===== config.mk =====
export PLATFORM = sky130hd
export DESIGN_NAME = timer8_period_pwm
export DESIGN_NICKNAME = d
export VERILOG_FILES = /design/src/shared/timer8_pkg.sv /design/src/shared/tick_if.sv /design/src/hw/timer8_divider.sv /design/src/hw/timer8_period_pwm.sv
export VERILOG_INCLUDE_DIRS = /design/src /design/src/shared
export SDC_FILE = /design/constraint.sdc
export NUM_CORES = 1
export LEC_CHECK = 0
export CAP_MARGIN = 20
export CORE_MARGIN = 2
export CORE_UTILIZATION = 40
export CTS_CLUSTER_DIAMETER = 30
export DETAILED_ROUTE_END_ITERATION = 8
export DONT_BUFFER_PORTS = 1
export PLACE_DENSITY_LB_ADDON = 0.08
export SLEW_MARGIN = 30
export SYNTH_ARGS = -nofsm -noshare
export SYNTH_HDL_FRONTEND = slang
export SYNTH_SLANG_ARGS = --single-unit
export TNS_END_PERCENT = 20

===== constraint.sdc =====
create_clock -name core_clk -period 5.1 [get_ports core_clk]
set_clock_uncertainty 0.15 [all_clocks]
set_input_delay 0 -clock core_clk [delete_from_list [all_inputs] [get_ports core_clk]]
set_output_delay 0 -clock core_clk [all_outputs]
set_load 0.005 [all_outputs]

===== src/shared/timer8_defs.svh =====
// Register offsets, field positions, codes and reset values of the 8-bit timer.
`ifndef TIMER8_DEFS_SVH
`define TIMER8_DEFS_SVH

// ===========================================================================
// Register offsets
`define T8_OFS_CONTROL    3'h0
`define T8_OFS_COUNT      3'h1
`define T8_OFS_SCALER     3'h2
`define T8_OFS_BOUND      3'h3
`define T8_OFS_STATUS     3'h4
`define T8_OFS_MASK       3'h5

// ===========================================================================
// Field positions
`define T8_CTL_SRC_HI     7
`define T8_CTL_SRC_LO     4
`define T8_CTL_OUT_HI     3
`define T8_CTL_OUT_LO     2
`define T8_CTL_MODE       1
`define T8_SCL_RES        7
`define T8_SCL_PRE_HI     6
`define T8_SCL_PRE_LO     5
`define T8_SCL_DIV_HI     4
`define T8_SCL_DIV_LO     0
`define T8_IRQ_TIMER      0

// ===========================================================================
// Clock source codes
`define T8_SRC_STOP       4'h0
`define T8_SRC_SYS        4'h1
`define T8_SRC_HRC        4'h2
`define T8_SRC_LRC        4'h3
`define T8_SRC_PA0_RISE   4'h4
`define T8_SRC_PA0_FALL   4'h5
`define T8_SRC_PA4_RISE   4'h6
`define T8_SRC_PA4_FALL   4'h7

// ===========================================================================
// Output routing codes and pre-scaler and PWM terminal counts
`define T8_ROUTE_PIN_A    2'h2
`define T8_ROUTE_PIN_B    2'h3
`define T8_PRE_LAST_1     6'h00
`define T8_PRE_LAST_4     6'h03
`define T8_PRE_LAST_16    6'h0f
`define T8_PRE_LAST_64    6'h3f
`define T8_PWM6_LAST      8'h3f
`define T8_PWM8_LAST      8'hff

// ===========================================================================
// Reset values
`define T8_RST_REG        8'h00

`endif


===== src/shared/timer8_pkg.sv =====
// Types shared by the 8-bit timer modules.
package timer8_pkg;

    typedef enum logic [1:0] {
        MODE_PERIOD,
        MODE_PWM8,
        MODE_PWM6
    } mode_e;

    typedef struct packed {
        logic [3:0] sync1;
        logic [3:0] sync2;
        logic [3:0] prev;
        logic [7:0] control;
        logic [7:0] scaler;
        logic [7:0] bound;
        logic [7:0] count;
        logic       status;
        logic       mask;
        logic [7:0] rdata;
        logic       wave;
        logic       pin_a;
        logic       pin_b;
    } timer_state_s;

    typedef struct packed {
        logic [5:0] pre_cnt;
        logic [4:0] scl_cnt;
    } div_state_s;

endpackage : timer8_pkg


===== src/shared/tick_if.sv =====
// Interface carrying the source tick, divider settings and divided tick.
`timescale 1ns/1ns
interface tick_if;
    logic       src_tick;
    logic [1:0] pre_sel;
    logic [4:0] scale;
    logic       div_tick;

    modport timer (output src_tick, output pre_sel, output scale, input div_tick);
    modport divider (input src_tick, input pre_sel, input scale, output div_tick);
endinterface : tick_if


===== src/hw/timer8_divider.sv =====
// Pre-scaler and scaler producing the divided timer clock enable.
`timescale 1ns/1ns
`include "timer8_defs.svh"
module timer8_divider
    import timer8_pkg::*;
(
    input  wire logic core_clk,
    input  wire logic rst_b,
    tick_if.divider   tk
);
    div_state_s s_q;
    div_state_s s_d;
    logic [5:0] pre_last;
    logic       pre_done;
    logic       scl_done;

    always_comb begin
        case (tk.pre_sel)
            2'h0:    pre_last = `T8_PRE_LAST_1;
            2'h1:    pre_last = `T8_PRE_LAST_4;
            2'h2:    pre_last = `T8_PRE_LAST_16;
            default: pre_last = `T8_PRE_LAST_64;
        endcase
        // Compare with >= so a smaller setting written mid-count wraps at once.
        pre_done = tk.src_tick && (s_q.pre_cnt >= pre_last);
        scl_done = pre_done && (s_q.scl_cnt >= tk.scale);
        tk.div_tick = scl_done;
        s_d = s_q;
        if (tk.src_tick) begin
            s_d.pre_cnt = pre_done ? 6'h00 : s_q.pre_cnt + 6'h01;
        end
        if (pre_done) begin
            s_d.scl_cnt = scl_done ? 5'h00 : s_q.scl_cnt + 5'h01;
        end
    end

    always_ff @(posedge core_clk or negedge rst_b) begin
        if (!rst_b) begin
            s_q <= '0;
        end else begin
            s_q <= s_d;
        end
    end
endmodule : timer8_divider


===== src/hw/timer8_period_pwm.sv =====
// 8-bit up-counting timer with period and PWM waveform output.
// Functional notes
// Period mode gives 50% square wave
// Pre-scaler divides by 1, 4, 16, 64
// Scaler divides further by value plus one
// Control high nibble selects the input clock
// Full bound value is the compare limit
// 8-bit PWM: 256 ticks, high bound+1
// 6-bit PWM: 64 ticks, high bound+1
// Timer event sets flag regardless of enable
// Only a software write clears the flag
// Counter counts up, clears at bound
// Routing field forces waveform onto a pin
// Counter value is writable and readable
// Mode bit clear means period mode
//
// The placing of the registers and the strobed register port were chosen for this implementation.
`timescale 1ns/1ns
`include "timer8_defs.svh"
module timer8_period_pwm
    import timer8_pkg::*;
(
    input  wire logic       core_clk,
    input  wire logic       rst_b,
    input  wire logic [2:0] reg_addr,
    input  wire logic [7:0] reg_wdata,
    input  wire logic       reg_wr,
    input  wire logic       reg_rd,
    output logic      [7:0] reg_rdata,
    input  wire logic       src_hrc,
    input  wire logic       src_lrc,
    input  wire logic       src_pa0,
    input  wire logic       src_pa4,
    output logic            wave_out_pin_a,
    output logic            wave_out_pin_a_oe,
    output logic            wave_out_pin_b,
    output logic            wave_out_pin_b_oe,
    output logic            irq
);
    timer_state_s s_q;
    timer_state_s s_d;
    tick_if       tk ();
    mode_e        mode;
    logic [3:0]   rise;
    logic [3:0]   fall;
    logic         src_tick;
    logic         hit;
    logic         event_hit;
    logic         clr_hit;
    logic [1:0]   route;

    timer8_divider u_div (
        .core_clk (core_clk),
        .rst_b    (rst_b),
        .tk       (tk.divider)
    );

    // =======================================================================
    // Clock source selection
    // Pin sources are sampled, so each is usable only well below core_clk/2.
    always_comb begin
        rise = s_q.sync2 & ~s_q.prev;
        fall = ~s_q.sync2 & s_q.prev;
        case (s_q.control[`T8_CTL_SRC_HI:`T8_CTL_SRC_LO])
            `T8_SRC_SYS:      src_tick = 1'b1;
            `T8_SRC_HRC:      src_tick = rise[0];
            `T8_SRC_LRC:      src_tick = rise[1];
            `T8_SRC_PA0_RISE: src_tick = rise[2];
            `T8_SRC_PA0_FALL: src_tick = fall[2];
            `T8_SRC_PA4_RISE: src_tick = rise[3];
            `T8_SRC_PA4_FALL: src_tick = fall[3];
            default:          src_tick = 1'b0;
        endcase
    end

    assign tk.src_tick = src_tick;
    assign tk.pre_sel  = s_q.scaler[`T8_SCL_PRE_HI:`T8_SCL_PRE_LO];
    assign tk.scale    = s_q.scaler[`T8_SCL_DIV_HI:`T8_SCL_DIV_LO];

    // =======================================================================
    // Mode decode
    // The resolution bit only matters once the mode bit selects PWM.
    always_comb begin
        if (!s_q.control[`T8_CTL_MODE]) begin
            mode = MODE_PERIOD;
        end else if (s_q.scaler[`T8_SCL_RES]) begin
            mode = MODE_PWM6;
        end else begin
            mode = MODE_PWM8;
        end
    end

    // =======================================================================
    // Next state
    always_comb begin
        s_d       = s_q;
        s_d.sync1 = {src_pa4, src_pa0, src_lrc, src_hrc};
        s_d.sync2 = s_q.sync1;
        s_d.prev  = s_q.sync2;
        hit       = (s_q.count == s_q.bound);
        event_hit = tk.div_tick && hit;
        clr_hit   = reg_wr && (reg_addr == `T8_OFS_STATUS) && reg_wdata[`T8_IRQ_TIMER];
        if (tk.div_tick) begin
            case (mode)
                MODE_PERIOD: begin
                    if (hit) begin
                        s_d.count = 8'h00;
                        s_d.wave  = ~s_q.wave;
                    end else begin
                        s_d.count = s_q.count + 8'h01;
                    end
                end
                MODE_PWM6: begin
                    // Upper bits forced low so a count left above 63 falls back in range.
                    s_d.count = {2'h0, s_q.count[5:0] + 6'h01};
                end
                MODE_PWM8: begin
                    s_d.count = s_q.count + 8'h01;
                end
                default: begin
                    s_d.count = 8'h00;
                end
            endcase
        end
        if (reg_wr) begin
            case (reg_addr)
                `T8_OFS_CONTROL: s_d.control = reg_wdata;
                `T8_OFS_COUNT:   s_d.count   = reg_wdata;
                `T8_OFS_SCALER:  s_d.scaler  = reg_wdata;
                `T8_OFS_BOUND:   s_d.bound   = reg_wdata;
                `T8_OFS_MASK:    s_d.mask    = reg_wdata[`T8_IRQ_TIMER];
                default:         s_d.mask    = s_q.mask;
            endcase
        end
        // A new event wins over a clear in the same cycle.
        s_d.status = (s_q.status && !clr_hit) || event_hit;
        if (mode != MODE_PERIOD) begin
            // High for counts 0..bound, so bound+1 ticks of each period.
            s_d.wave = (s_d.count <= s_d.bound);
        end
        // Read data is zero outside the answer cycle, so slaves can be OR-ed together.
        s_d.rdata = `T8_RST_REG;
        if (reg_rd) begin
            case (reg_addr)
                `T8_OFS_CONTROL: s_d.rdata = s_q.control;
                `T8_OFS_COUNT:   s_d.rdata = s_q.count;
                `T8_OFS_SCALER:  s_d.rdata = s_q.scaler;
                `T8_OFS_BOUND:   s_d.rdata = s_q.bound;
                `T8_OFS_STATUS:  s_d.rdata = {7'h00, s_q.status};
                `T8_OFS_MASK:    s_d.rdata = {7'h00, s_q.mask};
                default:         s_d.rdata = `T8_RST_REG;
            endcase
        end
        route     = s_d.control[`T8_CTL_OUT_HI:`T8_CTL_OUT_LO];
        s_d.pin_a = s_d.wave && (route == `T8_ROUTE_PIN_A);
        s_d.pin_b = s_d.wave && (route == `T8_ROUTE_PIN_B);
    end

    always_ff @(posedge core_clk or negedge rst_b) begin
        if (!rst_b) begin
            s_q <= '0;
        end else begin
            s_q <= s_d;
        end
    end

    // =======================================================================
    // Outputs
    // The routed pin is driven whatever the port direction setting says.
    assign wave_out_pin_a_oe = (s_q.control[`T8_CTL_OUT_HI:`T8_CTL_OUT_LO] == `T8_ROUTE_PIN_A);
    assign wave_out_pin_b_oe = (s_q.control[`T8_CTL_OUT_HI:`T8_CTL_OUT_LO] == `T8_ROUTE_PIN_B);
    assign wave_out_pin_a    = s_q.pin_a;
    assign wave_out_pin_b    = s_q.pin_b;
    assign reg_rdata         = s_q.rdata;
    assign irq               = s_q.status && s_q.mask;
endmodule : timer8_period_pwm


==> results.toml, run 1 <==
[place]
place_ws_ps = 1124
hpwlAfterDp_mm = 6.068
port_buffers = 0
globalplace.congestion = 0.8321
placed_area_um2 = 3882

[global_route]
globalRoute.busiestLayer = "met1"
grt_antenna_before_repair = 0
first_global_vias = 2868
use_met1 = 0.2753
overflow = 0
grt_first_pass_wirelength_mm = 14.73
use_met3 = 0.04348
grt.met2_usage = 0.2723
grt_use_total = 0.1879
grt_start_max_net_pins = 69

[clock_network]
cts.repair.resized = 0
clk_root_buffer_cell = "sky130_fd_sc_hd__clkbuf_8"
cts_max_path_buffers = 2
cts.clk_slew.worst_paths_ps = 70
htree_levels = 3
cts_tree = "done"
numCtsBuffers = 9
post_cts_buffers = 0
cts.hold.buffers_added = 30
cts.sinks = 68
clock_insertion_delay_worst_skew_ps = 350

[synthesis]
synth_area_per_cell_um2 = 10.15
synth_xor_xnor_area_share = 0.01832
synth_top_family_by_area = "simple AND/OR/NAND/NOR gates"
synth.net_count = 418
yosys_register_bits = 68
basic_gate_share_of_the_synthesized_area_counting_and_or_nand_and_nor_cells = 0.1763
synth_async_sr_flop_share = 1.000
synth_edf_count = 0
synth-compound-area-share = 0.1250
ys_dominant_reg_cell = "sky130_fd_sc_hd__dfrtp_1"
yosysUniqueCellTypes = 52
synth-seq-area-share = 0.4449
synth.yosys.warnings = 0
synthMuxAreaShare = 0.1086
synth.cell_area_um2 = 3825
synthCells = 377
post_synth_fa_ha_maj_area_fraction = 0.07197

[timing]
worst_pin_slew_ps = 804.4
post-route-min-period_ps = 3973
timing_max_transition_violations_final = 0
report.final.setup_viol = 0
max_freq_mhz = 251.7
final.setup.tns_ps = 0
grt_setup_unrepaired = "false"
post-route-worst-setup-slack_ps = 1127
report.final.hold_viol_count = 0
max_slew_margin = 0.4596
period_share = 0.7790

[drt]
num_vias = 2856
via_per_inst = 5.358
detail_route.wl_per_cell_um = 16.47
drc = 0
drt.antenna.violating_nets = 0
dr.first_iter.drc_count = 190
drt-pass1-iter-count = 5
postRouteWirelength_mm = 8.777

[final_layout]
final_net_count = 440
n_fill_cell = 863
final_core_util = 0.4760
post-route-cell-area_um2 = 4398
multiInputGateArea_um2 = 1918
area_growth_syn_to_layout_pct = 14.98
leading_cell_type_in_the_layout_fill_and_taps_excluded = "sky130_fd_sc_hd__dfrtp_1"
final_cell_mix = "sky130_fd_sc_hd__dfrtp_1, sky130_fd_sc_hd__dlygate4sd3_1, sky130_fd_sc_hd__nor2_1"
diodes = 0
area.sequential_um2 = 1702
share_of_final_layout_standard_cells_stronger_than_drive_strength_1 = 0.1188

[worst_setup_path]
critical-path-slowest-cell = "sky130_fd_sc_hd__nor4_4"
crit_buf_inv = 1
critical_path.startpoint_type = "flop"
timing.critical_path.cells = "or2_2 > ha_1 > nor2b_1 > o21ai_1 > a221oi_2 > buf_4 > nor4_4 > nand3_1 > a31oi_1 > ha_1 > nor2b_1 > o21a_1 > o21ai_0 > a21oi_1 > o221a_2 > nor4_1"
timing.critical_path.required_ps = 5190
path_class = "reg -> reg"
worst_setup_path_end_kind = "flop"
worst_path_largest_cell_delay_ps = 500
critPathMaxFanout = 8
cp_top_family = "simple AND/OR/NAND/NOR gates"
cp.arrival_ps = 4070

[power]
power.net_switching_mw = 0.6201
p_int_mw = 1.169
clockPowerShare = 0.256
pwr_density_cell_nw_per_um2 = 406.9
power.share.combinational = 0.319
total_leakage_power_nw = 1.945
seq_power_share = 0.426
netSwitchingFraction = 0.3466
vdd.ir_drop.worst_uv = 167.9

[floorplanning]
row_count = 35
die_outline_width_um = 101.8
die-area_um2 = 10360
io_pins = 32
die_height_um = 101.8
fp.coreArea_um2 = 9240
initial_utilization = 0.4139

[hold_path]
holdCritPathClass = "in -> async"

[outcome]
outcome = "finished clean"

[run]
max_cap_viol_count = 0
cell type report:
| class | count | area share |
|---|---|---|
| multi-input cells | 264 | 0.4361 |
| flip-flops and latches | 68 | 0.3869 |
| repair buffers | 31 | 0.07283 |
| well taps | 129 | 0.03670 |
| clock buffers | 12 | 0.03528 |
| inverters | 25 | 0.02134 |
| clock inverters | 4 | 0.01081 |
final timing paths:
check                               startpoint                        to  slack, ps  cells after the start
setup / recovery           s_q[35]$_DFFE_PN0P_  wave_out_pin_a$_DFF_PN0_       1130                     16
hold / removal                           rst_b         s_q[45]$_DFF_PN0_         50                      2
setup reg to reg           s_q[35]$_DFFE_PN0P_  wave_out_pin_a$_DFF_PN0_       1130                     16
hold reg to reg              s_d[52]$_DFF_PN0_         s_d[48]$_DFF_PN0_        200                      0
max in group asynchronous                rst_b         s_q[18]$_DFF_PN0_       4470                      2
min in group core_clk                  src_pa4         s_d[52]$_DFF_PN0_         60                      1
stage by stage:
stage               power, mW  hold WS [ps]  std cells
global placement        1.295        -443.7        487
global route            1.934         35.03        533
floorplan               1.170        -445.6        377
detailed placement      1.295        -443.7        487
CTS                     1.805         34.59        533
finish                  1.789         53.08        533
sequential cells by signal, summed over array words and instances, names as in the netlist:
signal / flops
u_div.s_q: 11
reg_rdata: 8
wave_out_pin_b: 1
s_q: 39
wave_out_pin_a: 1
s_d: 8
cell usage after synthesis (4+ instances only):
| library cell | instances | area share |
|---|---|---|
| sky130_fd_sc_hd__o21ai_0 | 25 | 0.033 |
| sky130_fd_sc_hd__nand2b_1 | 4 | 0.0065 |
| sky130_fd_sc_hd__nand4_1 | 5 | 0.0082 |
| sky130_fd_sc_hd__inv_1 | 25 | 0.025 |
| sky130_fd_sc_hd__nand2_1 | 17 | 0.017 |
| sky130_fd_sc_hd__nor2_1 | 28 | 0.027 |
| sky130_fd_sc_hd__a31oi_1 | 9 | 0.015 |
| sky130_fd_sc_hd__dfrtp_1 | 68 | 0.44 |
| sky130_fd_sc_hd__nor2b_1 | 9 | 0.015 |
| sky130_fd_sc_hd__mux2i_1 | 19 | 0.050 |
| sky130_fd_sc_hd__buf_4 | 8 | 0.016 |
| sky130_fd_sc_hd__ha_1 | 22 | 0.072 |
| sky130_fd_sc_hd__and2_1 | 13 | 0.021 |
| sky130_fd_sc_hd__clkbuf_1 | 7 | 0.0069 |
| sky130_fd_sc_hd__xnor2_1 | 8 | 0.018 |
| sky130_fd_sc_hd__nand3_1 | 19 | 0.025 |
| sky130_fd_sc_hd__mux2_2 | 16 | 0.047 |
| sky130_fd_sc_hd__nand4b_1 | 5 | 0.011 |
| sky130_fd_sc_hd__o22ai_1 | 10 | 0.016 |
| sky130_fd_sc_hd__and3_1 | 5 | 0.0082 |
| sky130_fd_sc_hd__a21oi_1 | 6 | 0.0079 |
per-layer routing:
metal,up-vias,share of wire,wire length [µm]
li1,1389,-,-
met1,1382,0.50,4417
met2,75,0.43,3796
met3,10,0.049,426
met4,0,0.015,135
met5,-,0,0
power by group through the flow:
| stage | clock network (mW) | logic [mW] | registers [mW] |
|---|---|---|---|
| floorplan | 0 | 0.440 | 0.729 |
| global placement | 0 | 0.523 | 0.771 |
| detailed placement | 0 | 0.525 | 0.770 |
| CTS | 0.469 | 0.575 | 0.760 |
| global route | 0.497 | 0.657 | 0.780 |
| finish | 0.458 | 0.570 | 0.761 |
kinds of logic after synthesis:
kind of cell,Yosys count
AOI/OAI and AO/OA,75
xor gates and xnor gates,8
adders and majority gates,22
buffers and inverters,45
DFF,68
muxes,37
and+or+nand+nor,122
(Power assumes the default switching activity.)
==> run 2, diff against run 1 <==
Clock period 5.1 ns to 3.4 ns, I/O delays scaled along.
==> run 2 against run 1 <==
Against the previous run:
- the flow now finishes with violations (setup timing)
- worst hold slack got worse by 13 ps
- first-iteration DRC count down 47%
- design area up 11%
- clock power grew 50%
- power increased by 69%
- cell count up 8.1%
- sequential cell count stayed put
- critical path depth is the same
- die area unchanged
- non-clock buffer count rose by 43
- global-route usage up 1.5 points
- utilization increased by 5.4 points
- critical endpoint is now wave_out_pin_b$_DFF_PN0_
- largest cell class unchanged
==> results.toml, run 2 (synthesis gave the netlist of run 1 again) <==
[outcome]
outcome = "finished, violations left"
violations_in_the_final_reports = "setup timing"

[clock_network]
numCtsBuffers = 9
htree_levels = 3
cts.clk_slew.worst_paths_ps = 80
clk_root_buffer_cell = "sky130_fd_sc_hd__clkbuf_8"
cts.sinks = 68
cts_tree = "done"
clock_insertion_delay_worst_skew_ps = 350
cts_max_path_buffers = 2

[worst_setup_path]
critPathMaxFanout = 4
worst_setup_path_end_kind = "flop"
critical_path.startpoint_type = "flop"
crit_buf_inv = 1
critical-path-slowest-cell = "sky130_fd_sc_hd__dfrtp_1"
timing.critical_path.required_ps = 3510
path_class = "reg -> reg"
timing.critical_path.cells = "or2_4 > ha_4 > nor2b_4 > o21ai_2 > a221o_1 > nand4_1 > buf_4 > nand2_4 > a31oi_4 > ha_4 > nor2b_4 > o21a_1 > o21ai_1 > a21oi_1 > o221a_2 > nor4_2"
worst_path_largest_cell_delay_ps = 390
cp_top_family = "compound AO/OA/AOI/OAI gates"
cp.arrival_ps = 3670

[drt]
num_vias = 3039
drc = 0
detail_route.wl_per_cell_um = 16.89
dr.first_iter.drc_count = 100
via_per_inst = 5.276
drt.antenna.violating_nets = 0
postRouteWirelength_mm = 9.727
drt-pass1-iter-count = 4

[final_layout]
final_net_count = 483
leading_cell_type_in_the_layout_fill_and_taps_excluded = "sky130_fd_sc_hd__dfrtp_1"
top_regs = "s_q (39), u_div.s_q (11)"
finalNonFillerCells = 576
flip_flop_count_of_the_largest_register_all_copies_and_words_added = 39
area_growth_syn_to_layout_pct = 28.10
registers.top_by_ff_count = "s_q"
diodes = 0
final_cell_mix = "sky130_fd_sc_hd__dfrtp_1, sky130_fd_sc_hd__buf_4, sky130_fd_sc_hd__dlygate4sd3_1"
share_of_final_layout_standard_cells_stronger_than_drive_strength_1 = 0.2550

[place]
place.detailed.instances = 515
port_buffers = 0
globalplace.congestion = 0.7905
hpwlAfterDp_mm = 6.480
place_ws_ps = -240.0

[global_route]
grt_antenna_before_repair = 0
grt_use_total = 0.2025
grt_start_max_net_pins = 69
first_global_vias = 3088
overflow = 0
grt_first_pass_wirelength_mm = 16.02

[power]
pwr_density_cell_nw_per_um2 = 616.8
total_leakage_power_nw = 2.179
vdd.ir_drop.worst_uv = 245.1

[timing]
period_share = 1.046
max_freq_mhz = 281.1
grt_setup_unrepaired = "true"
post-route-min-period_ps = 3557
max_slew_margin = 0.4122
post-route-worst-setup-slack_ps = -156.9
timing_max_transition_violations_final = 0
report.final.setup_viol = 3
report.final.hold_viol_count = 0
worst_pin_slew_ps = 879.3

[run]
max_cap_viol_count = 0

[floorplanning]
initial_utilization = 0.4139
die-area_um2 = 10360
die_height_um = 101.8
io_pins = 32
row_count = 35
die_outline_width_um = 101.8
fp.coreArea_um2 = 9240

[hold_path]
holdCritPathClass = "in -> async"
[run 2: cell count changes in the layout (fill, tap and decap cells not counted), moves of 4 or more]
| cell | delta |
|---|---|
| sky130_fd_sc_hd__buf_4 | +41 |
| sky130_fd_sc_hd__a31oi_2 | +5 |
| sky130_fd_sc_hd__o21ai_1 | +5 |
| sky130_fd_sc_hd__a31oi_1 | -6 |
| sky130_fd_sc_hd__ha_1 | -5 |
| sky130_fd_sc_hd__o21ai_0 | -7 |
| sky130_fd_sc_hd__ha_4 | +4 |
| sky130_fd_sc_hd__nor2b_1 | -4 |
[run 2: where the power goes]
| group | switching, mW | internal, mW |
|---|---|---|
| sequential | 0.175 | 0.963 |
| combinational | 0.556 | 0.641 |
| clock | 0.344 | 0.342 |
| total | 1.08 | 1.95 |
[run 2: repair_timing]
| action | 4_1_cts | 5_1_grt |
|---|---|---|
| hold buffers | 31 | 0 |
| resized for setup | 8 | 27 |
| endpoints found under the setup margin | 3 | 3 |
| buffers inserted | 9 | 6 |
| endpoints found under the hold margin | 116 | 0 |
| pin swaps | 13 | 25 |
[run 2: worst register-to-register path, stage by stage, from the launching register on]
cell	delay [ps]
sky130_fd_sc_hd__dfrtp_1	390
sky130_fd_sc_hd__or2_4	270
sky130_fd_sc_hd__ha_4	250
sky130_fd_sc_hd__nor2b_4	120
sky130_fd_sc_hd__o21ai_2	70
sky130_fd_sc_hd__a221o_1	340
sky130_fd_sc_hd__nand4_1	190
sky130_fd_sc_hd__buf_4	190
sky130_fd_sc_hd__nand2_4	50
sky130_fd_sc_hd__a31oi_4	220
sky130_fd_sc_hd__ha_4	230
sky130_fd_sc_hd__nor2b_4	120
sky130_fd_sc_hd__o21a_1	160
sky130_fd_sc_hd__o21ai_1	120
sky130_fd_sc_hd__a21oi_1	70
sky130_fd_sc_hd__o221a_2	280
sky130_fd_sc_hd__nor4_2	240
[run 2: area by class of cell]
class | count | area (µm²)
fill | 828 | 4340
tap | 129 | 161.4
clock inverter | 7 | 76.32
clock buffer | 9 | 123.9
sequential | 68 | 1703
timing repair buffer | 74 | 654.4
multi-input combinational | 264 | 2087
inverter | 25 | 93.84
[run 2: per-layer routing]
metal	part of all wire	up-vias	track usage
li1	-	1474	-
met1	0.48	1494	0.2878
met5	0	-	0
met3	0.035	17	0.04141
met4	0.015	0	0.06029
met2	0.47	54	0.3122
[run 2: path summary, 6_finish.rpt]
path	from	end	slack, ps	cells after the start
max reg2reg	s_q[34]$_DFFE_PN0P_	wave_out_pin_b$_DFF_PN0_	-160	16
min reg2reg	s_d[52]$_DFF_PN0_	s_d[48]$_DFF_PN0_	200	0
min in group core_clk	reg_addr[0]	s_q[35]$_DFFE_PN0P_	40	4
min	rst_b	u_div.s_q[10]$_DFFE_PN0P_	40	2
max in group asynchronous	rst_b	s_q[42]$_DFFE_PN0P_	2770	2
max	s_q[34]$_DFFE_PN0P_	wave_out_pin_b$_DFF_PN0_	-160	16
[run 2: stage by stage]
stage	utilization	TNS, ps	instance area [µm²]	hold WS (ps)	total power, mW
6_report	0.5303	-287.1	4900	40.01	3.022
5_1_grt	0.5303	-746.6	4900	27.79	3.239
4_1_cts	0.5135	-320.0	4745	30.76	2.938
3_5_place_dp	0.4443	-639.1	4105	-442.4	2.112
3_3_place_gp	0.4443	-533.0	4105	-442.7	2.090
2_1_floorplan	-	0	3845	-445.6	1.782
